`src/design/timer8_pkg.sv`:
```
/*
 * Shared constants and types of the eight-bit timer/counter core.
 * Assumes a classic Wishbone slave with 32-bit data; each register
 * takes one aligned word and its data sits in the low byte.
 */
package timer8_pkg;

	// ************************************************************
	// Register byte offsets
	// ************************************************************
	localparam logic [4:0] OFS_CONTROL_A  = 5'h00;
	localparam logic [4:0] OFS_CONTROL_B  = 5'h04;
	localparam logic [4:0] OFS_COUNT      = 5'h08;
	localparam logic [4:0] OFS_COMPARE_A  = 5'h0C;
	localparam logic [4:0] OFS_COMPARE_B  = 5'h10;
	localparam logic [4:0] OFS_FLAGS      = 5'h14;
	localparam logic [4:0] OFS_MASK       = 5'h18;
	localparam logic [4:0] OFS_POWER      = 5'h1C;

	// ************************************************************
	// Field positions
	// ************************************************************
	localparam int WAVE_LOW_LSB   = 0;
	localparam int CLK_SEL_LSB    = 0;
	localparam int WAVE_BIT2_POS  = 3;
	localparam int POWER_OFF_POS  = 0;
	localparam int FLAG_OVF_POS   = 0;
	localparam int FLAG_A_POS     = 1;
	localparam int FLAG_B_POS     = 2;

	// ************************************************************
	// Reset values and count limits
	// ************************************************************
	localparam logic [7:0] COUNT_RESET    = 8'h00;
	localparam logic [7:0] COMPARE_RESET  = 8'h00;
	localparam logic [2:0] CLK_SEL_RESET  = 3'h0;
	localparam logic       POWER_RESET    = 1'b0;
	localparam logic [7:0] COUNT_MAX      = 8'hFF;
	localparam logic [7:0] COUNT_BOTTOM   = 8'h00;
	localparam logic [31:0] UNMAPPED_READ = 32'h0000_0000;

	// ************************************************************
	// Clock select codes
	// ************************************************************
	localparam logic [2:0] CS_STOP     = 3'h0;
	localparam logic [2:0] CS_DIV1     = 3'h1;
	localparam logic [2:0] CS_DIV8     = 3'h2;
	localparam logic [2:0] CS_DIV64    = 3'h3;
	localparam logic [2:0] CS_DIV256   = 3'h4;
	localparam logic [2:0] CS_DIV1024  = 3'h5;
	localparam logic [2:0] CS_EXT_FALL = 3'h6;
	localparam logic [2:0] CS_EXT_RISE = 3'h7;

	// Waveform modes; 4 and 6 are reserved and run as normal mode
	typedef enum logic [2:0] {
		WM_NORMAL     = 3'b000,
		WM_PHASE_MAX  = 3'b001,
		WM_CTC        = 3'b010,
		WM_FAST_MAX   = 3'b011,
		WM_RSVD4      = 3'b100,
		WM_PHASE_A    = 3'b101,
		WM_RSVD6      = 3'b110,
		WM_FAST_A     = 3'b111
	} wave_mode_t;

	// Counting direction state
	typedef enum logic {
		DIR_UP   = 1'b0,
		DIR_DOWN = 1'b1
	} count_dir_t;

	// Three request flags in register bit order
	typedef struct packed {
		logic match_b;
		logic match_a;
		logic overflow;
	} flags_t;

endpackage

```
`src/design/timer8_core.sv`:
```
/*
 * Eight-bit timer/counter core with two compare channels, a shared
 * free-running prescaler, external pin edge counting and a classic
 * Wishbone register slave. Assumes one clock, clk, an asynchronous
 * active-low reset and an external count pin from outside the domain.
 */
// The Wishbone register port and the register offsets are this design's own decisions.
// Notes on behaviour
// RL1 - Power-off bit set keeps timer disabled
// RL2 - Zero count raises bottom indication
// RL3 - All-ones count is the maximum
// RL4 - Top is maximum or compare A by mode
// RL5 - Count and compare registers are eight bits
// RL6 - Three request flags in one register
// RL7 - Each request gated by own mask bit
// RL8 - Clock select zero stops the counter
// RL9 - Clock select picks source and edge
// RL10 - Clock select field lives in control B
// RL11 - Both compares checked against count always
// RL12 - Compare match sets channel match flag
// RL13 - Match drives channel waveform output
// RL14 - Each tick clears, increments or decrements
// RL15 - Count readable and writable any time
// RL16 - Software count write beats counting
// RL17 - Mode field split across control A, B
// RL18 - Overflow flag set where mode says
// RL19 - Top and bottom indications provided
// RL20 - Select codes: direct, prescaled, pin edges
// RL21 - Flag set next tick; cleared ack/one
// RL22 - Count write blocks next tick's matches
// RL23 - Normal mode wraps, overflow at zero
// RL24 - Reset clears counts, flags, masks; stopped
`timescale 1ns/100ps

module timer8_core
	import timer8_pkg::*;
(
	input  wire logic        clk,
	input  wire logic        rst_n,
	input  wire logic        wb_cyc_i,
	input  wire logic        wb_stb_i,
	input  wire logic        wb_we_i,
	input  wire logic [31:0] wb_adr_i,
	input  wire logic [3:0]  wb_sel_i,
	input  wire logic [31:0] wb_dat_i,
	output logic      [31:0] wb_dat_o,
	output logic             wb_ack_o,
	input  wire logic        external_count_pin,
	input  flags_t           irq_ack,
	output flags_t           irq_req,
	output logic             wave_out_a,
	output logic             wave_out_b,
	output logic             top_out,
	output logic             bottom_out
);

	// ************************************************************
	// Declarations
	// ************************************************************
	logic [1:0]  wave_low_q;
	logic        wave_bit2_q;
	logic [2:0]  clk_sel_q;
	logic        power_off_q;
	logic [7:0]  count_value_q;
	logic [7:0]  count_value_d;
	logic [7:0]  cmp_buf_q [2];
	logic [7:0]  cmp_act_q [2];
	logic        match_flag_q [2];
	logic        match_now [2];
	logic        wave_q [2];
	logic        overflow_flag_q;
	flags_t      mask_q;
	flags_t      flags_rd;
	flags_t      irq_q;
	count_dir_t  dir_q;
	count_dir_t  dir_d;
	wave_mode_t  mode;
	logic [9:0]  pre_q;
	logic        pin_s1_q;
	logic        pin_s2_q;
	logic        pin_prev_q;
	logic        timer_tick;
	logic        block_q;
	logic        ovf_event;
	logic        at_top;
	logic        at_bottom;
	logic        update_point;
	logic        is_pwm;
	logic        is_phase;
	logic        top_is_a;
	logic [7:0]  top_val;
	logic        bus_req;
	logic        bus_wr;
	logic [4:0]  ofs;
	logic        ack_q;
	logic [31:0] rd_data_q;
	logic [31:0] rd_mux;
	logic        wr_low;
	logic        top_q;
	logic        bottom_q;

	// ************************************************************
	// Bus decode
	// ************************************************************
	// Only the low byte carries data, so writes need lane 0
	assign ofs     = wb_adr_i[4:0];
	assign bus_req = wb_cyc_i & wb_stb_i & ~ack_q;
	assign bus_wr  = bus_req & wb_we_i;
	assign wr_low  = bus_wr & wb_sel_i[0];

	// Acknowledge one cycle after the request, drop it the next
	always_ff @(posedge clk or negedge rst_n)
	begin
		if (!rst_n)
			ack_q <= 1'b0;
		else
			ack_q <= bus_req;
	end

	// Mode field assembled from both control registers
	assign mode = wave_mode_t'({wave_bit2_q, wave_low_q}); // see RL17

	// Read multiplexer; unmapped offsets read as zero
	always_comb
	begin
		rd_mux = UNMAPPED_READ;
		case (ofs)
			OFS_CONTROL_A: rd_mux[WAVE_LOW_LSB +: 2] = wave_low_q;
			OFS_CONTROL_B:
			begin
				rd_mux[CLK_SEL_LSB +: 3]  = clk_sel_q;
				rd_mux[WAVE_BIT2_POS]     = wave_bit2_q;
			end
			OFS_COUNT:     rd_mux[7:0] = count_value_q; // see RL15
			OFS_COMPARE_A: rd_mux[7:0] = cmp_buf_q[0];
			OFS_COMPARE_B: rd_mux[7:0] = cmp_buf_q[1];
			OFS_FLAGS:     rd_mux[2:0] = flags_rd; // see RL6
			OFS_MASK:      rd_mux[2:0] = mask_q;
			OFS_POWER:     rd_mux[POWER_OFF_POS] = power_off_q;
			default:       rd_mux = UNMAPPED_READ;
		endcase
	end

	// Read data captured with the acknowledge
	always_ff @(posedge clk or negedge rst_n)
	begin
		if (!rst_n)
			rd_data_q <= UNMAPPED_READ;
		else if (bus_req)
			rd_data_q <= rd_mux;
	end

	assign wb_ack_o = ack_q;
	assign wb_dat_o = rd_data_q;

	// ************************************************************
	// Control registers
	// ************************************************************
	// Mode, clock select and power bits
	always_ff @(posedge clk or negedge rst_n)
	begin
		if (!rst_n)
		begin
			wave_low_q  <= 2'h0;
			wave_bit2_q <= 1'b0;
			clk_sel_q   <= CLK_SEL_RESET; // see RL24
			power_off_q <= POWER_RESET;
		end
		else if (wr_low)
		begin
			case (ofs)
				OFS_CONTROL_A: wave_low_q <= wb_dat_i[WAVE_LOW_LSB +: 2];
				OFS_CONTROL_B:
				begin
					clk_sel_q   <= wb_dat_i[CLK_SEL_LSB +: 3]; // see RL10
					wave_bit2_q <= wb_dat_i[WAVE_BIT2_POS];
				end
				OFS_POWER: power_off_q <= wb_dat_i[POWER_OFF_POS];
				default: ;
			endcase
		end
	end

	// Interrupt mask register
	always_ff @(posedge clk or negedge rst_n)
	begin
		if (!rst_n)
			mask_q <= '0; // see RL24
		else if (wr_low && ofs == OFS_MASK)
			mask_q <= flags_t'(wb_dat_i[2:0]);
	end

	// ************************************************************
	// Clock selection
	// ************************************************************
	// Free-running prescaler shared by all divided taps
	always_ff @(posedge clk or negedge rst_n)
	begin
		if (!rst_n)
			pre_q <= 10'h000;
		else
			pre_q <= pre_q + 10'h001;
	end

	// Pin synchroniser; the first stage feeds only the second
	always_ff @(posedge clk or negedge rst_n)
	begin
		if (!rst_n)
		begin
			pin_s1_q   <= 1'b0;
			pin_s2_q   <= 1'b0;
			pin_prev_q <= 1'b0;
		end
		else
		begin
			pin_s1_q   <= external_count_pin;
			pin_s2_q   <= pin_s1_q;
			pin_prev_q <= pin_s2_q;
		end
	end

	// Tick source and edge chosen by clock select
	always_comb
	begin
		case (clk_sel_q) // see RL9
			CS_STOP:     timer_tick = 1'b0; // see RL8
			CS_DIV1:     timer_tick = 1'b1; // see RL20
			CS_DIV8:     timer_tick = &pre_q[2:0];
			CS_DIV64:    timer_tick = &pre_q[5:0];
			CS_DIV256:   timer_tick = &pre_q[7:0];
			CS_DIV1024:  timer_tick = &pre_q[9:0];
			CS_EXT_FALL: timer_tick = pin_prev_q & ~pin_s2_q;
			CS_EXT_RISE: timer_tick = ~pin_prev_q & pin_s2_q;
			default:     timer_tick = 1'b0;
		endcase
		if (power_off_q)
			timer_tick = 1'b0; // see RL1
	end

	// ************************************************************
	// Counter unit
	// ************************************************************
	// Mode properties
	always_comb
	begin
		is_pwm   = 1'b0;
		is_phase = 1'b0;
		top_is_a = 1'b0;
		case (mode)
			WM_PHASE_MAX: {is_pwm, is_phase} = 2'h3;
			WM_FAST_MAX:  is_pwm = 1'b1;
			WM_CTC:       top_is_a = 1'b1;
			WM_PHASE_A:   {is_pwm, is_phase, top_is_a} = 3'h7;
			WM_FAST_A:    {is_pwm, top_is_a} = 2'h3;
			default:      is_pwm = 1'b0;
		endcase
	end

	// Top is fixed maximum or compare A
	assign top_val   = top_is_a ? cmp_act_q[0] : COUNT_MAX; // see RL4
	assign at_top    = (count_value_q == top_val);
	assign at_bottom = (count_value_q == COUNT_BOTTOM); // see RL2

	// Next count and direction for one tick
	always_comb
	begin
		count_value_d = count_value_q;
		dir_d         = dir_q;
		ovf_event     = 1'b0;
		if (timer_tick)
		begin
			if (is_phase)
			begin
				// Up to top, down to bottom; overflow at bottom
				ovf_event = at_bottom;
				if (dir_q == DIR_UP && at_top)
					dir_d = DIR_DOWN;
				else if (dir_q == DIR_DOWN && at_bottom)
					dir_d = DIR_UP;
				if (dir_d == DIR_UP)
					count_value_d = count_value_q + 8'h01; // see RL14
				else
					count_value_d = count_value_q - 8'h01;
			end
			else if (is_pwm || top_is_a)
			begin
				// Clear at top; overflow at max or fast top
				ovf_event = is_pwm ? at_top : (count_value_q == COUNT_MAX); // see RL18
				if (at_top)
					count_value_d = COUNT_BOTTOM;
				else
					count_value_d = count_value_q + 8'h01;
			end
			else
			begin
				// Normal: wrap past max, flag as count turns zero
				ovf_event     = (count_value_q == COUNT_MAX); // see RL23
				count_value_d = count_value_q + 8'h01;
			end
		end
		if (wr_low && ofs == OFS_COUNT)
			count_value_d = wb_dat_i[7:0]; // see RL16
	end

	// Count value and direction state
	always_ff @(posedge clk or negedge rst_n)
	begin
		if (!rst_n)
		begin
			count_value_q <= COUNT_RESET; // see RL5
			dir_q         <= DIR_UP;
		end
		else
		begin
			count_value_q <= count_value_d;
			dir_q         <= is_phase ? dir_d : DIR_UP;
		end
	end

	// Count write blocks matches until the next tick passes
	always_ff @(posedge clk or negedge rst_n)
	begin
		if (!rst_n)
			block_q <= 1'b0;
		else if (wr_low && ofs == OFS_COUNT)
			block_q <= 1'b1; // see RL22
		else if (timer_tick)
			block_q <= 1'b0;
	end

	// Buffers reload at top in PWM modes, at once otherwise
	assign update_point = timer_tick & at_top;

	// Top and bottom indications
	always_ff @(posedge clk or negedge rst_n)
	begin
		if (!rst_n)
		begin
			top_q    <= 1'b0;
			bottom_q <= 1'b1;
		end
		else
		begin
			top_q    <= (count_value_d == top_val) | (count_value_d == COUNT_MAX); // see RL3
			bottom_q <= (count_value_d == COUNT_BOTTOM); // see RL19
		end
	end

	assign top_out    = top_q;
	assign bottom_out = bottom_q;

	// Overflow flag; a new event wins over a clear
	always_ff @(posedge clk or negedge rst_n)
	begin
		if (!rst_n)
			overflow_flag_q <= 1'b0;
		else if (ovf_event)
			overflow_flag_q <= 1'b1;
		else if (irq_ack.overflow || (wr_low && ofs == OFS_FLAGS && wb_dat_i[FLAG_OVF_POS]))
			overflow_flag_q <= 1'b0;
	end

	// ************************************************************
	// Compare channels
	// ************************************************************
	genvar ch;
	generate
		for (ch = 0; ch < 2; ch++)
		begin : g_chan
			localparam logic [4:0] CH_OFS = (ch == 0) ? OFS_COMPARE_A : OFS_COMPARE_B;
			localparam int         CH_POS = (ch == 0) ? FLAG_A_POS : FLAG_B_POS;
			logic ch_ack;

			assign ch_ack = (ch == 0) ? irq_ack.match_a : irq_ack.match_b;

			// Comparator runs every cycle in every mode
			assign match_now[ch] = (count_value_q == cmp_act_q[ch]); // see RL11

			// Software side buffer of the compare value
			always_ff @(posedge clk or negedge rst_n)
			begin
				if (!rst_n)
					cmp_buf_q[ch] <= COMPARE_RESET;
				else if (wr_low && ofs == CH_OFS)
					cmp_buf_q[ch] <= wb_dat_i[7:0];
			end

			// Active compare value seen by the comparator
			always_ff @(posedge clk or negedge rst_n)
			begin
				if (!rst_n)
					cmp_act_q[ch] <= COMPARE_RESET;
				else if (!is_pwm || update_point)
					cmp_act_q[ch] <= cmp_buf_q[ch];
			end

			// Match flag set on the tick after the match
			always_ff @(posedge clk or negedge rst_n)
			begin
				if (!rst_n)
					match_flag_q[ch] <= 1'b0;
				else if (timer_tick && match_now[ch] && !block_q)
					match_flag_q[ch] <= 1'b1; // see RL12
				else if (ch_ack || (wr_low && ofs == OFS_FLAGS && wb_dat_i[CH_POS]))
					match_flag_q[ch] <= 1'b0; // see RL21
			end

			// Waveform: toggle, fast PWM or phase correct PWM
			always_ff @(posedge clk or negedge rst_n)
			begin
				if (!rst_n)
					wave_q[ch] <= 1'b0;
				else if (timer_tick)
				begin
					if (match_now[ch] && !block_q)
					begin
						if (!is_pwm)
							wave_q[ch] <= ~wave_q[ch]; // see RL13
						else if (is_phase)
							wave_q[ch] <= (dir_q == DIR_DOWN);
						else
							wave_q[ch] <= 1'b0;
					end
					else if (is_pwm && !is_phase && at_top)
						wave_q[ch] <= 1'b1;
				end
			end
		end
	endgenerate

	assign wave_out_a = wave_q[0];
	assign wave_out_b = wave_q[1];

	// ************************************************************
	// Request outputs
	// ************************************************************
	assign flags_rd.overflow = overflow_flag_q;
	assign flags_rd.match_a  = match_flag_q[0];
	assign flags_rd.match_b  = match_flag_q[1];

	// Each flag reaches its request only when unmasked
	always_ff @(posedge clk or negedge rst_n)
	begin
		if (!rst_n)
			irq_q <= '0;
		else
			irq_q <= flags_rd & mask_q; // see RL7
	end

	assign irq_req = irq_q;

endmodule

```
`config.mk`:
```
export PLATFORM = sky130hd
export DESIGN_NAME = timer8_core
export DESIGN_NICKNAME = d
export VERILOG_FILES = /design/src/design/timer8_pkg.sv /design/src/design/timer8_core.sv
export SDC_FILE = /design/constraint.sdc
export NUM_CORES = 1
export LEC_CHECK = 0
export BUFFER_PORTS_ARGS = -buffer_cell sky130_fd_sc_hd__buf_2
export CAP_MARGIN = 0
export CORE_ASPECT_RATIO = 0.75
export CORE_MARGIN = 4
export CORE_UTILIZATION = 59
export DETAILED_ROUTE_END_ITERATION = 8
export PLACE_DENSITY_LB_ADDON = 0.2
export SLEW_MARGIN = 20
export SYNTH_ARGS = -nofsm -noshare
export SYNTH_HDL_FRONTEND = slang
export SYNTH_SLANG_ARGS = --single-unit
```
`constraint.sdc`:
```
create_clock -name clk -period 6.6 [get_ports clk]
set_input_delay 0.66 -clock clk [delete_from_list [all_inputs] [get_ports clk]]
set_output_delay 0.66 -clock clk [all_outputs]
set_load 0.01 [all_outputs]
```
==> results.txt <==
Post-route setup TNS: 0 ns
Skew-Pair Late Insertion Delay: 0.34 ns
RSZ-0062 raised after global routing: no
LEAKAGE: 0.00247 uW
Post-DRT Antenna Nets: 0
Post-CTS resize count: 0
Post-synth ARST share: 100%
Setup repair bufs after CTS: 0
Slowest cell on the critical path: dfrtp_1
Post-synthesis sequential area ratio: 42.0%
Crit-path cells: or3b_1, a21oi_1, o221a_2, o2111a_1, a31oi_1, a211oi_2, o21ai_1, a31oi_1, o211ai_1, or3_1, o31ai_2
Grt ovf: 0
Fraction of layout cells with a size suffix above 1: 20.5%
I/O pin count: 117
DR iter-0 viols: 404
Worst VDD drop: 0.000203 V
Pre-antenna DRT Iters: 5
CTS tree: yes
Crit path DAT: 4.32 ns
Via-to-Cell Ratio: 6.40
Syn avg cell area: 9.58 sq um
Hold slack: 0.342 ns
Highest clock rate: 0.246 GHz
Final non-filler cell total: 655
Cells after synthesis: 523
Final wirelength: 13.2 mm
Status: finished, final reports clean
WP data required: 6.86 ns
Yosys warnings: 0
Largest net degree at the start of global routing: 85
Delay of the slowest critical-path stage: 0.58 ns
Vias in the first global route: 3,967
Cell Area, Synth: 5010 sq um
Num CTS Buffers: 9
Total track usage: 27.4%
Power, Total: 1600 uW
Yosys reg bits: 84
EDFF count, synth: 0
P&R area growth vs syn: 9.66%
Min Clock Period, post-route: 4.07 ns
H-tree levels: 3
CP Class: flip-flop to flip-flop
Worst path bufs/invs: 0
Initial Utilization: 61.9%
Final nets: 627
Endpoints failing setup: 0
Crit-path most repeated cell: a31oi_1
DR WL/cell: 20.2 microns
Routability congestion estimate: 0.958
Clk pin slew, worst setup/hold paths: 0.06 ns
First-pass GRT wire length: 21.2 mm
Finished Core Util: 67.9%
Crit. End Element: flip-flop
Dpl hpwl: 9.40 mm
Core area: 8090 sq um
Fillers: 619
Setup crit start kind: flip-flop
DRC: 0
Top Family by Delay on Critical Path: compound AO/OA/AOI/OAI gates
Routed via count: 4,192
Initial antenna violation count: 0
Clock Tree Buf Depth: 2
Die Area: 10,000 sq um
Max_cap viols: 0
Chip width: 114 microns
Final slew viol count: 0
Slew of the pin with the lowest slew margin: 1.00 ns
Pwr per Cell Area: 291 nW/um^2
Port bufs: 38
Clk_skew: 0.00621 ns
Critical path fanouts, max: 16
Reg-to-reg startpoint: wave_low_q[0]
Fin. Hold Viols: 0
Count of cell types in the netlist: 71
Number of antenna repair diodes: 0
Placement row count: 28
Die height: 87.8 microns
# hold bufs at CTS: 0
Crit path from: wave_low_q[0]
Clock Sink Count: 84
Fin crit share: 61.6%
Slew headroom: 32.7%
Hold Crit Class: input pin to asynchronous set/reset pin
Ys flop type: dfrtp_1
Clock root buffer master: clkbuf_16
Placed insts: 639
-- flip-flops by register name, indices dropped and copies added, names as in the netlist, 2 cells and up --
signal and flops:
count_value_q 8, cmp_act_q 16, wb_dat_o 8, irq_req 3, clk_sel_q 3, wave_low_q 2
cmp_buf_q 16, flags_rd 2, mask_q 3, pre_q 10
-- final timing paths --
path	slack (ns)	depth (start not counted)	endpoint
setup / recovery	2.53	11	top_out
hold / removal	0.34	1	pre_q[3]
setup reg to reg	2.53	11	top_out
hold reg to reg	0.35	0	pin_s2_q
max in group asynchronous	5.71	1	count_value_q[3]
min in group clk	0.35	0	pin_s2_q
-- synthesized netlist by cell type, drive strengths merged (8+ instances only) --
master   n  share of area [%]
a211oi   8                1.3
a21oi   15                1.5
and2     9                1.2
and3     8                1.0
buf     28                4.1
clkbuf  23                1.7
dfrtp   83                 41
inv     21                1.6
mux2    40                9.0
nand2   49                3.7
nand3   17                1.9
nand4   10                1.2
nor2    39                2.9
nor3    11                1.1
nor4     9                1.5
o211ai   8                1.2
o21ai   27                2.7
xnor2   16                2.8
-- kinds of logic after synthesis --
logic type                 share of synthesized area [%]
and+or+nand+nor                                     18.7
AOI/OAI and AO/OA                                   15.9
DFF                                                 42.0
buffers and inverters                               7.42
muxes                                               10.8
xor gates and xnor gates                            3.85
adders and majority gates                           1.25
other                                             0.0748
-- cell type report --
cell class | instances | area (sq um) | share of cell area (%)
repair buffers | 39 | 204 | 3.71
clock buffers | 11 | 243 | 4.42
inverters | 21 | 78.8 | 1.43
clock inverters | 5 | 108 | 1.96
well taps | 105 | 131 | 2.39
multi-input cells | 390 | 2630 | 47.8
flip-flops and latches | 84 | 2100 | 38.3
-- stage by stage --
step                cell area (sq um)  worst slack, ns
finish                           5500             2.53
global route                     5500             2.38
CTS                              5490             2.68
detailed placement               5140             2.70
global placement                 5140             2.73
floorplan                        5100             3.38
-- report_power, final --
part           leakage, uW  switching, uW  total [uW]  internal [uW]
Sequential         0.00111            102         655            553
Combinational      0.00120            213         351            137
Clock             0.000170            213         595            382
-- per-layer routing --
layer  up-vias  track usage [%]  routed length [microns]
met2       250             41.2                     5770
met5         -                0                        0
met1      2024             39.7                     5820
met3        28             7.18                     1430
li1       1890                -                        -
met4         0             6.69                      223
-- layout by cell type (no fill, tap or decap), types with 7 or more instances in the layout --
cell       netlist  layout
nor3_1          11      10
nand2b_1         7       7
clkbuf_16        0       9
o211ai_1         8       8
nand3_1         16      16
dfrtp_1         83      83
a211oi_1         7       7
conb_1           1      24
nand2_1         49      49
a21oi_1         15      15
mux2i_1          7       7
nor4_1           7       7
and3_1           8       8
inv_1           20      20
mux2_2          40      40
nand4_1         10      10
buf_2            3      37
o21ai_0         26      26
nor2_1          39      39
xnor2_1         16      16
and2_1           8       8
(Power assumes the default switching activity.)
